**src/dio_map.vh**
```
// register map, field codes and timing constants of the digital i/o block
// assumes a word-addressed avalon-mm slave, byte address = word index * 4
`ifndef DIO_MAP_VH
`define DIO_MAP_VH

// ****************************************
// register word indices
// ****************************************
`define DIO_REG_INVERT 4'h0
`define DIO_REG_FUNC 4'h1
`define DIO_REG_GPO 4'h2
`define DIO_REG_GPI 4'h3
`define DIO_REG_TRIG_EN 4'h4
`define DIO_REG_PULSE_W 4'h5
`define DIO_REG_IRQ_STAT 4'h6
`define DIO_REG_IRQ_MASK 4'h7
`define DIO_REG_CTRL 4'h8

// ****************************************
// reset values
// ****************************************
`define DIO_RST_INVERT 7'h00
`define DIO_RST_FUNC 14'h2aaa
`define DIO_RST_GPO 7'h00
`define DIO_RST_TRIG_EN 8'h00
`define DIO_RST_PULSE_W 9'h01e
`define DIO_RST_IRQ_MASK 6'h00

// ****************************************
// two-bit function codes per pin
// ****************************************
`define DIO_FN_SPEC_A 2'h0
`define DIO_FN_SPEC_B 2'h1
`define DIO_FN_INPUT 2'h2
`define DIO_FN_OUTPUT 2'h3

// ****************************************
// interrupt status bits
// ****************************************
`define DIO_IRQ_INHIBIT 0
`define DIO_IRQ_PCLEAR 1
`define DIO_IRQ_TRIG1_IN 2
`define DIO_IRQ_SECOND_EVENT_PIN_IN 3
`define DIO_IRQ_PULSE1 4
`define DIO_IRQ_PULSE2 5

// ctrl write bit: clear latched inhibit
`define DIO_CTRL_INH_CLR 0

// ****************************************
// timing
// ****************************************
`define DIO_CLK_HZ 20000000
`define DIO_CYC_PER_US (`DIO_CLK_HZ / 1000000)
`define DIO_PW_MIN_US 9'd30
`define DIO_PW_MAX_US 9'd500

`endif

```
**src/dio_pins.v**
```verilog
// seven-pin configurable rear-panel digital i/o with trigger pulse outputs
// assumes pin inputs and instrument event strobes are synchronous to mclk
`include "dio_map.vh"
`timescale 1ns/1ps
`default_nettype none

// ****************************************
// trigger pulse timer
// ****************************************
module dio_pulse (
  // clock and reset
  input wire mclk,
  input wire sys_rst,
  // control
  input wire fire,
  input wire [15:0] width_cyc,
  // state
  output reg active_q
);
  reg [15:0] cnt_q;

  // a fire during an active pulse is ignored, pulses never stretch
  always @(posedge mclk or posedge sys_rst) begin
    if (sys_rst) begin
      cnt_q <= 16'h0000;
      active_q <= 1'b0;
    end else if (!active_q && fire) begin
      cnt_q <= width_cyc - 16'h0001;
      active_q <= 1'b1;
    end else if (active_q) begin
      if (cnt_q == 16'h0000) begin
        active_q <= 1'b0;
      end else begin
        cnt_q <= cnt_q - 16'h0001;
      end
    end
  end
endmodule

// ****************************************
// top
// ****************************************
module dio_pins #(
  parameter CYC_PER_US = `DIO_CYC_PER_US
) (
  // clock and reset
  input wire mclk,
  input wire sys_rst,
  // avalon-mm slave
  input wire [3:0] avs_address,
  input wire avs_read,
  input wire avs_write,
  input wire [31:0] avs_writedata,
  output reg [31:0] avs_readdata,
  output reg avs_waitrequest,
  // two-way pins
  input wire [6:0] pin_in,
  output reg [6:0] pin_out,
  output reg [6:0] pin_oe_n,
  // instrument state and events
  input wire protection_state,
  input wire output_on,
  input wire sync_src,
  input wire ac_step,
  input wire dc_step,
  input wire freq_step,
  input wire seq_trig,
  // derived controls
  output reg output_inhibit_q,
  output reg protection_clear_in,
  output reg sync_in_q,
  output reg first_event_pulse_in,
  output reg second_event_pin_in,
  output reg irq_q
);
  reg [6:0] invert_q;
  reg [13:0] func_q;
  reg [6:0] gpo_q;
  reg [7:0] trig_en_q;
  reg [8:0] pulse_w_q;
  reg [5:0] irq_stat_q;
  reg [5:0] irq_mask_q;
  reg inh_latch_q;
  reg [6:0] sense_q;
  reg [6:0] sense_prev_q;
  reg [6:0] drive_d;
  reg [6:0] oe_n_d;
  reg [31:0] rdata_d;
  reg [5:0] ev_d;
  reg [8:0] pw_d;
  wire [6:0] sense_d;
  wire [1:0] fn [0:6];
  wire [3:0] step_ev;
  wire fire1;
  wire fire2;
  wire pulse1_q;
  wire pulse2_q;
  wire [31:0] width_full;
  wire [15:0] width_cyc;
  wire wr_go;
  wire inh_level;
  integer i;

  genvar g;
  generate
    for (g = 0; g < 7; g = g + 1) begin : g_fn
      assign fn[g] = func_q[2*g+1:2*g];
    end
  endgenerate

  assign sense_d = pin_in ^ invert_q;
  assign wr_go = avs_write && !avs_waitrequest;

  // ****************************************
  // trigger conditions and pulse timers
  // ****************************************
  assign step_ev = {seq_trig, freq_step, dc_step, ac_step};
  assign fire1 = (fn[5] == `DIO_FN_SPEC_A) && |(trig_en_q[3:0] & step_ev);
  assign fire2 = (fn[6] == `DIO_FN_SPEC_A) && |(trig_en_q[7:4] & step_ev);
  assign width_full = pulse_w_q * CYC_PER_US;
  assign width_cyc = width_full[15:0];

  dio_pulse u_pulse1 (
    .mclk(mclk),
    .sys_rst(sys_rst),
    .fire(fire1),
    .width_cyc(width_cyc),
    .active_q(pulse1_q)
  );

  dio_pulse u_pulse2 (
    .mclk(mclk),
    .sys_rst(sys_rst),
    .fire(fire2),
    .width_cyc(width_cyc),
    .active_q(pulse2_q)
  );

  // ****************************************
  // pin drive selection
  // ****************************************
  always @* begin
    drive_d = gpo_q;
    oe_n_d = 7'h7f;
    for (i = 0; i < 7; i = i + 1) begin
      if (fn[i] == `DIO_FN_OUTPUT) begin
        oe_n_d[i] = 1'b0;
      end
    end
    if (fn[2] == `DIO_FN_SPEC_A) begin
      drive_d[2] = protection_state;
      oe_n_d[2] = 1'b0;
    end
    if (fn[3] == `DIO_FN_SPEC_B) begin
      drive_d[3] = sync_src;
      oe_n_d[3] = 1'b0;
    end
    if (fn[4] == `DIO_FN_SPEC_A) begin
      drive_d[4] = output_on;
      oe_n_d[4] = 1'b0;
    end
    if (fn[5] == `DIO_FN_SPEC_A) begin
      drive_d[5] = pulse1_q;
      oe_n_d[5] = 1'b0;
    end
    if (fn[6] == `DIO_FN_SPEC_A) begin
      drive_d[6] = pulse2_q;
      oe_n_d[6] = 1'b0;
    end
  end

  // ****************************************
  // pin registers and derived controls
  // ****************************************
  // pin 1 inhibit: both spec codes sense; spec b also latches
  assign inh_level = sense_q[0] && (fn[0] == `DIO_FN_SPEC_A || fn[0] == `DIO_FN_SPEC_B);

  always @(posedge mclk or posedge sys_rst) begin
    if (sys_rst) begin
      pin_out <= 7'h00;
      pin_oe_n <= 7'h7f;
      sense_q <= 7'h00;
      sense_prev_q <= 7'h00;
      inh_latch_q <= 1'b0;
      output_inhibit_q <= 1'b0;
      protection_clear_in <= 1'b0;
      sync_in_q <= 1'b0;
      first_event_pulse_in <= 1'b0;
      second_event_pin_in <= 1'b0;
    end else begin
      pin_out <= drive_d ^ invert_q;
      pin_oe_n <= oe_n_d;
      sense_q <= sense_d;
      sense_prev_q <= sense_q;
      // set wins over the software clear
      if (inh_level && fn[0] == `DIO_FN_SPEC_B) begin
        inh_latch_q <= 1'b1;
      end else if (fn[0] != `DIO_FN_SPEC_B) begin
        inh_latch_q <= 1'b0;
      end else if (wr_go && avs_address == `DIO_REG_CTRL
                   && avs_writedata[`DIO_CTRL_INH_CLR]) begin
        inh_latch_q <= 1'b0;
      end
      output_inhibit_q <= inh_level || inh_latch_q;
      protection_clear_in <= (fn[1] == `DIO_FN_SPEC_A) && sense_q[1] && !sense_prev_q[1];
      sync_in_q <= (fn[3] == `DIO_FN_SPEC_A) && sense_q[3];
      first_event_pulse_in <= (fn[5] == `DIO_FN_SPEC_B) && sense_q[5] && !sense_prev_q[5];
      second_event_pin_in <= (fn[6] == `DIO_FN_SPEC_B) && sense_q[6] && !sense_prev_q[6];
    end
  end

  // ****************************************
  // interrupt events
  // ****************************************
  always @* begin
    ev_d = 6'h00;
    ev_d[`DIO_IRQ_INHIBIT] = !output_inhibit_q && (inh_level || inh_latch_q);
    ev_d[`DIO_IRQ_PCLEAR] = protection_clear_in;
    ev_d[`DIO_IRQ_TRIG1_IN] = first_event_pulse_in;
    ev_d[`DIO_IRQ_SECOND_EVENT_PIN_IN] = second_event_pin_in;
    ev_d[`DIO_IRQ_PULSE1] = fire1 && !pulse1_q;
    ev_d[`DIO_IRQ_PULSE2] = fire2 && !pulse2_q;
  end

  // ****************************************
  // register read mux
  // ****************************************
  always @* begin
    rdata_d = 32'h00000000;
    case (avs_address)
      `DIO_REG_INVERT: rdata_d[6:0] = invert_q;
      `DIO_REG_FUNC: rdata_d[13:0] = func_q;
      `DIO_REG_GPO: rdata_d[6:0] = gpo_q;
      `DIO_REG_GPI: rdata_d[6:0] = sense_q;
      `DIO_REG_TRIG_EN: rdata_d[7:0] = trig_en_q;
      `DIO_REG_PULSE_W: rdata_d[8:0] = pulse_w_q;
      `DIO_REG_IRQ_STAT: rdata_d[5:0] = irq_stat_q;
      `DIO_REG_IRQ_MASK: rdata_d[5:0] = irq_mask_q;
      `DIO_REG_CTRL: rdata_d[1:0] = {pulse2_q | pulse1_q, output_inhibit_q};
      default: rdata_d = 32'h00000000;
    endcase
  end

  // out-of-range widths are clamped rather than refused
  always @* begin
    pw_d = avs_writedata[8:0];
    if (avs_writedata[31:9] != 23'h000000 || avs_writedata[8:0] > `DIO_PW_MAX_US) begin
      pw_d = `DIO_PW_MAX_US;
    end else if (avs_writedata[8:0] < `DIO_PW_MIN_US) begin
      pw_d = `DIO_PW_MIN_US;
    end
  end

  // ****************************************
  // avalon slave: one wait state per access
  // ****************************************
  always @(posedge mclk or posedge sys_rst) begin
    if (sys_rst) begin
      avs_waitrequest <= 1'b1;
      avs_readdata <= 32'h00000000;
      invert_q <= `DIO_RST_INVERT;
      func_q <= `DIO_RST_FUNC;
      gpo_q <= `DIO_RST_GPO;
      trig_en_q <= `DIO_RST_TRIG_EN;
      pulse_w_q <= `DIO_RST_PULSE_W;
      irq_mask_q <= `DIO_RST_IRQ_MASK;
      irq_stat_q <= 6'h00;
      irq_q <= 1'b0;
    end else begin
      if ((avs_read || avs_write) && avs_waitrequest) begin
        avs_waitrequest <= 1'b0;
        avs_readdata <= avs_read ? rdata_d : 32'h00000000;
      end else begin
        avs_waitrequest <= 1'b1;
      end
      if (wr_go) begin
        case (avs_address)
          `DIO_REG_INVERT: invert_q <= avs_writedata[6:0];
          `DIO_REG_FUNC: func_q <= avs_writedata[13:0];
          `DIO_REG_GPO: gpo_q <= avs_writedata[6:0];
          `DIO_REG_TRIG_EN: trig_en_q <= avs_writedata[7:0];
          `DIO_REG_PULSE_W: pulse_w_q <= pw_d;
          `DIO_REG_IRQ_MASK: irq_mask_q <= avs_writedata[5:0];
          default: irq_mask_q <= irq_mask_q;
        endcase
      end
      // write-one-to-clear, a new event in the same cycle wins
      if (wr_go && avs_address == `DIO_REG_IRQ_STAT) begin
        irq_stat_q <= (irq_stat_q & ~avs_writedata[5:0]) | ev_d;
      end else begin
        irq_stat_q <= irq_stat_q | ev_d;
      end
      irq_q <= |(irq_stat_q & irq_mask_q);
    end
  end
endmodule

`default_nettype wire

```
**config.mk**
```make
export PLATFORM = sky130hd
export DESIGN_NAME = dio_pins
export DESIGN_NICKNAME = d
export VERILOG_FILES = /design/src/dio_pins.v
export VERILOG_INCLUDE_DIRS = /design/src /design/src/src
export SDC_FILE = /design/constraint.sdc
export NUM_CORES = 1
export LEC_CHECK = 0
export BUFFER_PORTS_ARGS = -buffer_cell sky130_fd_sc_hd__buf_2
export CAP_MARGIN = 0
export CELL_PAD_IN_SITES_DETAIL_PLACEMENT = 0
export CELL_PAD_IN_SITES_GLOBAL_PLACEMENT = 1
export CORE_UTILIZATION = 35
export DETAILED_ROUTE_END_ITERATION = 7
export PLACE_DENSITY = 0.62
export SYNTH_ARGS = -nofsm -noshare
export SYNTH_HDL_FRONTEND = slang
export SYNTH_SLANG_ARGS = --single-unit
```
**constraint.sdc**
```tcl
create_clock -name mclk -period 5 [get_ports mclk]
set_input_delay 0.25 -clock mclk [delete_from_list [all_inputs] [get_ports mclk]]
set_output_delay 0.25 -clock mclk [all_outputs]
set_load 0.01 [all_outputs]
```
After elaboration in Yosys (flattened, before gate mapping)
Cells that the tools add are included.
- register bits: 159
- input port bits: 54
- output and inout bits: 53
- logic and storage cells: 160
- $add $sub $neg: 3
- $mul: 1
- $lt $le $gt $ge: 2
- equality and inequality tests: 22
- multiplexer cells: 43
- bitwise operators: 10
- reductions and logical operators: 55
- operators by type and width (operator ; count):
    $mux 16 ; 6
    $logic_not 16->1 ; 2
    $pmux 4 s8 ; 1
    $sub 16x1->16 const B ; 2
    $mux 1 ; 27
    $reduce_bool 23->1 ; 1
    $logic_and 1x1->1 ; 19
    $mux 9 ; 2
    $pmux 2 s9 ; 1
    $eq 4x3->1 const B ; 4
    $reduce_and 2->1 ; 8
    $sub 14x1->15 const B ; 1
    $eq 2x2->1 const B ; 7
    $logic_not 2->1 ; 7
    $mux 14 ; 1
    $xor 7x7->7 ; 2
    $and 6x6->6 ; 2
    $mul 9x3->12 const B ; 1
    $or 6x6->6 ; 2
    $gt 9x9->1 const B ; 1
    $lt 9x5->1 const B ; 1
    $and 4x4->4 ; 2
    $eq 2x1->1 const B ; 4
    $eq 4x2->1 const B ; 2
    18 further kinds ; 30

Logic depth before layout (Yosys ltp)
Gate-level depths: netlist (run 1).
- word-level depth: 7
- depth in mapped cells: 9
- gate-level depth less buffers: 9

Hierarchy
From an unflattened synthesis (run 1), not the netlist that was laid out.
- cell total of the unflattened synthesis: 773
- area total of the unflattened synthesis: 7972.6 µm²
- modules (own cells, without submodules) (module ; times used ; cells an instance ; area an instance (µm²) ; sequential area each (µm²)):
    dio_pins ; 1 ; 453 ; 5222.5 ; 2601.2
    dio_pulse ; 2 ; 160 ; 1375.1 ; 425.4

Least setup slack after synthesis (run 1)
No wires, ideal clock.
- path kind: register to register
- start: register pulse_w_q[1]
- end: register u_pulse1.cnt_q[14]
- setup time: 0.078 ns
- arrival: 2.948 ns
- data required time: 4.922 ns
- path slack: 1.974 ns
- stages on the path, launching flop included: 10
- path buffers: 0
- clock period less this slack: 3.026 ns
- cell sequence: dfstp_2 -> ha_1 -> ha_1 -> fa_1 -> a21o_1 -> a221oi_4 -> xor2_2 -> o211ai_2 -> or4_4 -> o21ai_2
- word-level cells in the longest chain between the ends: 3
- RTL lines (item ; RTL line ; RTL):
    start: declaration ; dio_pins.v:80 ; reg [8:0] pulse_w_q;
    start signal: assignment ; dio_pins.v:265 ; pulse_w_q <= `DIO_RST_PULSE_W;
    start signal: assignment ; dio_pins.v:282 ; `DIO_REG_PULSE_W: pulse_w_q <= pw_d;
    $mul 9x3->12 ; dio_pins.v:120 ; assign width_full = pulse_w_q * CYC_PER_US;
    $sub 14x1->15 ; dio_pins.v:28 ; cnt_q <= width_cyc - 16'h0001;
    $mux 16 ; dio_pins.v:27 ; end else if (!active_q && fire) begin
    end signal: assignment ; dio_pins.v:28 ;
    end signal: assignment ; dio_pins.v:34 ; cnt_q <= cnt_q - 16'h0001;
    end: declaration ; dio_pins.v:20 ; reg [15:0] cnt_q;
No other way between the ends.
A chain may end at the register's enable or synchronous reset.

Final worst setup path (run 1)
- start: register pulse_w_q[1]
- end: register u_pulse1.cnt_q[15]
Same word-level chain as after synthesis.

==> results.yml, run 1 <==
floorplan:
  dieArea_um2: 21600
  dieWidth_um: 147
  core-area_um2: 20400
  row_count: 52
  initial_core_util_pct: 36.1
  io_pins: 107
  die_height_um: 147
timing:
  slew_violations: 0
  clock.fmax_mhz: 310
  setup_viol: 0
  worst_pin_slew_ns: 1.03
  slew_headroom_pct: 30.9
  hold_slack_ns: 0.0169
  fin_tns_setup_ns: 0
  worst_slack_ns: 1.77
  rsz0062_at_grt: "false"
  period_share_pct: 64.5
  period_needed_ns: 3.23
  skew_ns: 0.0138
  final_hold_viol_count: 0
critical_path:
  cp-start-kind: "register"
  reg2reg_to: "u_pulse1.cnt_q[15]$_DFFE_PP0P_"
  critPathKind: "register to register"
  slowest_stage: "or4_4"
  ff2ff_setup_slack_ns: 1.77
  critical_path_buf_inv_count: 0
  end_kind: "register"
  crit_path_cell_trace: "ha_1, ha_1, fa_1, a21o_1, a221oi_4, xor2_2, o211ai_2, or4_4, mux2i_1"
  timing.rr.start: "pulse_w_q[1]$_DFFE_PP1P_"
  crit_cells: 9
  ff2ff_path_depth: 9
  path_max_fanout: 5
  arrival_ns: 3.55
  required_ns: 5.33
  path_delay_family: "adder cells"
  cpPeakStageDelay_ns: 0.59
  cp_common_cell: "ha_1"
clock_tree:
  cts_sinks: 137
  cts_tree: "yes"
  cts_setup_buffers: 0
  clkTransAtPathRegs_ns: 0.07
  numCtsBuffers: 17
  postCtsHoldBufs: 6
  cts_max_level: 4
  cts_buffer_depth: 2
  clock_latency_ns: 0.43
  ctsRootBufferMaster: "clkbuf_16"
  cts_resized: 0
synth:
  synth_top_area_cell: "dfrtp_1"
  synth.area.top_cells: "dfrtp_1, mux2_2, dfstp_2"
  synth_cell_types: 77
  synth_top_area_share_pct: 40.1
  ys_seq_elements: 137
  syn_area_um2: 7370
  yosysSeqAreaShare_pct: 46.9
  yosys-top-cells-count: "dfrtp_1, mux2_2, nand2_1"
  synth_ff_type: "dfrtp_1"
  syn_area_per_cell_um2: 10.8
  synth_most_common_cell: "dfrtp_1"
  synth-edff-count: 0
  yosys_warnings: 0
  synth_cells: 682
  async_flop_share_pct: 100
global_route:
  track_usage_pct: 20.1
  grt_pass1_vias: 5899
  grt_pass1_wl_mm: 33.1
  grt_overflow: 0
  grt_max_degree: 104
  antenna_found_initial: 1
worst_hold_path:
  hold_path_class: "input port to register"
  hold_start: "pin_in[3]"
  min_path_cells: 2
  min_to: "sense_q[3]$_DFF_PP0_"
drt:
  route.met3.wl_um: 986
  via_per_inst: 5.44
  drt_iter0_markers: 375
  top_layer_used: "met4"
  drt_pass1_iterations: 5
  postRouteAntennaNets: 0
  drt_drc_violations_left: 0
  drt-wirelength-per-cell_um: 19.6
  drt-total-wl_mm: 20.7
  vias: 5726
  m1WireLength_mm: 9.35
  route.met2.wl_mm: 10.1
cells_and_area:
  fillers: 2009
  final_cells: 1053
  final_nets: 848
  insertedDiodeCount: 0
  layout-drive-gt1-share_pct: 27.6
  area_growth_pct: 17.6
placement:
  dp_slack_ns: 1.79
  io_buffers: 88
  dp_hpwl_mm: 15.1
  place_inst: 1015
  place_congestion: 0.836
pwr:
  leakagePower_nw: 3.95
  p_total_mw: 3.77
  ir_drop_uv: 217
  power_density_nw_per_um2: 435
job:
  maxCapViolCount: 0
status:
  run_status: "finished clean"
==> power breakdown <==
group | total (mW) | internal, mW | switching (mW)
combinational | 0.970 | 0.413 | 0.557
sequential | 1.47 | 1.32 | 0.150
clock | 1.33 | 0.766 | 0.568
==> placed cells by master (no fill, tap or decap), drive strengths merged, types with 4 or more instances in the layout <==
cell,netlist,routed
mux2,53,53
a21o,9,9
ha,23,23
nor3,22,22
nor2b,5,5
mux2i,27,27
a22oi,15,15
a221oi,6,6
dfstp,19,19
clkbuf,18,17
or3,10,10
dfrtp,118,118
dlygate4sd3,0,6
nand2b,10,10
nand2,48,48
xnor2,29,29
nor2,39,39
a21oi,23,23
inv,26,36
a22o,13,13
buf,27,91
nand3,14,14
nor4,20,20
o22a,4,4
xor2,16,16
conb,1,18
o21ai,20,20
or4,5,5
o22ai,5,5
nand4,4,4
and3,6,6
==> stage by stage <==
stage	utilization, %	cell area (um^2)
after floorplan	-	7430
after detailed placement	39.1	7980
after CTS	42.4	8660
after global routing	42.4	8660
final	42.4	8660
after global placement	39.1	7980
==> sequential cells by signal, summed over array words and instances, names as in the netlist, 3 cells and up <==
signal and flops:
sense_prev_q 3, u_pulse2.cnt_q 16, irq_mask_q 6, pulse_w_q 9, pin_oe_n 7, irq_stat_q 6, gpo_q 7, sense_q 7
avs_readdata 14, func_q 14, invert_q 7, trig_en_q 8, u_pulse1.cnt_q 16, pin_out 7
==> layout make-up <==
| type | count | area, um^2 | area share, % |
|---|---|---|---|
| flip-flops and latches | 137 | 3450 | 39.9 |
| clock buffers | 17 | 425 | 4.91 |
| well taps | 270 | 338 | 3.90 |
| inverters | 26 | 103 | 1.18 |
| repair buffers | 97 | 523 | 6.04 |
| clock inverters | 15 | 194 | 2.24 |
| multi-input cells | 491 | 3630 | 41.9 |
==> cell families (layout without fill, tap and decap cells) <==
group / Yosys count / count (layout) / share of synthesized area, %
muxes: 80 / 80 / 11.8
AOI/OAI and AO/OA: 130 / 130 / 13.4
DFF: 137 / 137 / 46.9
buffers and inverters: 71 / 155 / 4.76
adders and majority gates: 24 / 24 / 4.18
other: 1 / 18 / 0.0509
xor gates and xnor gates: 45 / 45 / 5.45
and+or+nand+nor: 194 / 194 / 13.6
==> worst max-delay path by stage <==
stage               slack, ns                              to                      from
floorplan                1.11     avs_readdata[0]$_DFFE_PP0P_                   sys_rst
detailed placement       1.79  u_pulse1.cnt_q[15]$_DFFE_PP0P_  pulse_w_q[1]$_DFFE_PP1P_
global placement         1.84  u_pulse1.cnt_q[14]$_DFFE_PP0P_  pulse_w_q[1]$_DFFE_PP1P_
global route             1.58  u_pulse2.cnt_q[15]$_DFFE_PP0P_  pulse_w_q[1]$_DFFE_PP1P_
CTS                      1.75  u_pulse1.cnt_q[15]$_DFFE_PP0P_  pulse_w_q[1]$_DFFE_PP1P_
finish                   1.77  u_pulse1.cnt_q[15]$_DFFE_PP0P_  pulse_w_q[1]$_DFFE_PP1P_
==> metal layers <==
| layer | global-route usage (%) | vias up |
|---|---|---|
| met2 | 33.1 | 167 |
| met3 | 4.57 | 15 |
| met4 | 5.57 | 0 |
| met5 | 0 | - |
| li1 | - | 2637 |
| met1 | 26.4 | 2907 |
No activity file was read; power rests on OpenSTA's default activity.
==> run 2, diff against run 1 <==
- clock period: 5 -> 3.3 ns (I/O delays scaled with it)
==> results.yml, run 2 (synthesis results as in run 1) <==
floorplan:
  row_count: 52
  io_pins: 107
  initial_core_util_pct: 36.1
  core-area_um2: 20400
  die_height_um: 147
  dieArea_um2: 21600
  dieWidth_um: 147
drt:
  vias: 5723
  drt_pass1_iterations: 5
  drt_drc_violations_left: 0
  drt-total-wl_mm: 20.6
  drt-wirelength-per-cell_um: 19.3
  postRouteAntennaNets: 0
  drt_iter0_markers: 328
  via_per_inst: 5.36
worst_hold_path:
  hold_path_class: "input port to register"
timing:
  setup_viol: 0
  period_needed_ns: 3.13
  skew_ns: 0.0137
  rsz0062_at_grt: "false"
  final_hold_viol_count: 0
  period_share_pct: 94.8
  slew_violations: 0
  slew_headroom_pct: 37.9
  worst_pin_slew_ns: 0.924
  clock.fmax_mhz: 320
  hold_slack_ns: 0.0521
  fin_tns_setup_ns: 0
global_route:
  grt_max_degree: 73
  grtUsageMet3_pct: 4.66
  track_usage_pct: 20.1
  grt_pass1_wl_mm: 33.2
  antenna_found_initial: 0
  grt_overflow: 0
  grt_pass1_vias: 5779
  grt_util_met2_pct: 31.7
  top_usage_layer: "met2"
  grtUsageMet1_pct: 27.6
clock_tree:
  cts_tree: "yes"
  ctsRootBufferMaster: "clkbuf_16"
  clock_latency_ns: 0.43
  numCtsBuffers: 17
  clkTransAtPathRegs_ns: 0.06
  cts_max_level: 4
  cts_buffer_depth: 2
  cts_sinks: 137
cells_and_area:
  multi_input_comb_area_um2: 3630
  final_cell_mix: "dfrtp_1, buf_2, mux2_2"
  layout_commonest_cell: "dfrtp_1"
  fillers: 1999
  insertedDiodeCount: 0
  layout-drive-gt1-share_pct: 27.9
  top_regs: "u_pulse1.cnt_q x16, u_pulse2.cnt_q x16"
  seqCellArea_um2: 3450
  area_growth_pct: 18.6
  final_nets: 863
critical_path:
  end_kind: "register"
  cp_common_cell: "ha_1"
  cpPeakStageDelay_ns: 0.59
  required_ns: 3.64
  path_max_fanout: 5
  cp-start-kind: "register"
  arrival_ns: 3.47
  crit_path_cell_trace: "ha_1, ha_1, fa_2, a21o_1, a221oi_4, xor2_2, o211ai_2, or4_4, mux2i_1"
  critPathKind: "register to register"
  slowest_stage: "or4_4"
placement:
  dp_hpwl_mm: 15.2
  place_congestion: 0.859
  io_buffers: 88
pwr:
  leakagePower_nw: 3.99
  ir_drop_uv: 340
  power_density_nw_per_um2: 635
status:
  run_status: "finished clean"
job:
  maxCapViolCount: 0
-- run 2: area by class of cell --
type                       instances  area share (%)
clock buffer                      20            5.11
timing repair buffer             112            7.62
multi-input combinational        491            41.5
inverter                          26            1.16
clock inverter                    12            1.19
sequential                       137            39.5
tap                              270            3.87
-- run 2: power by group --
part           switching, mW  total, mW  internal, mW
sequential             0.222       2.22          2.00
combinational          0.856       1.51         0.658
clock                  0.810       1.81          1.00
total                   1.89       5.55          3.66
-- run 2: final timing paths --
kind | from | endpoint | slack (ns) | depth (start not counted)
worst max register to register | pulse_w_q[1]$_DFFE_PP1P_ | u_pulse2.cnt_q[14]$_DFFE_PP0P_ | 0.17 | 9
worst max-delay path | pulse_w_q[1]$_DFFE_PP1P_ | u_pulse2.cnt_q[14]$_DFFE_PP0P_ | 0.17 | 9
min in group asynchronous | sys_rst | gpo_q[3]$_DFFE_PP0P_ | 0.46 | 3
worst min register to register | sense_prev_q[5]$_DFF_PP0_ | first_event_pulse_in$_DFF_PP0_ | 0.40 | 1
worst min-delay path | sync_src | pin_out[3]$_DFF_PP0_ | 0.05 | 3
max in group asynchronous | sys_rst | func_q[5]$_DFFE_PP1P_ | 1.91 | 4
-- run 2: metrics by stage --
stage | cell area (um^2) | std cells | worst slack, ns | utilization [%] | total power, mW
floorplan | 7430 | 699 | 0.274 | - | 3.23
global placement | 8040 | 1021 | 0.169 | 39.3 | 3.70
detailed placement | 8040 | 1021 | 0.103 | 39.3 | 3.73
CTS | 8720 | 1066 | 0.0459 | 42.7 | 5.57
global route | 8740 | 1068 | 0.0236 | 42.8 | 5.85
finish | 8740 | 1068 | 0.172 | 42.8 | 5.55
-- run 2: critical path: cells and delay by family (launching register included) --
family,cells,cell delay (ns)
AOI/OAI and AO/OA,3,0.69
xor gates and xnor gates,1,0.19
adders and majority gates,3,0.86
DFF,1,0.56
muxes,1,0.16
and+or+nand+nor,1,0.59
-- run 2: per-layer routing --
| metal | routed length (um) | vias to the layer above |
|---|---|---|
| met2 | 9740 | 151 |
| met1 | 9590 | 2881 |
| li1 | - | 2667 |
| met4 | 348 | 0 |
| met3 | 942 | 24 |
| met5 | 0 | - |
-- run 2: what timing repair did --
item | in CTS | in global routing
endpoints found under the setup margin | 0 | 5
hold buffers | 13 | 0
gates resized for setup | 0 | 1
hold endpoints to repair | 43 | 0
setup buffers | 0 | 2
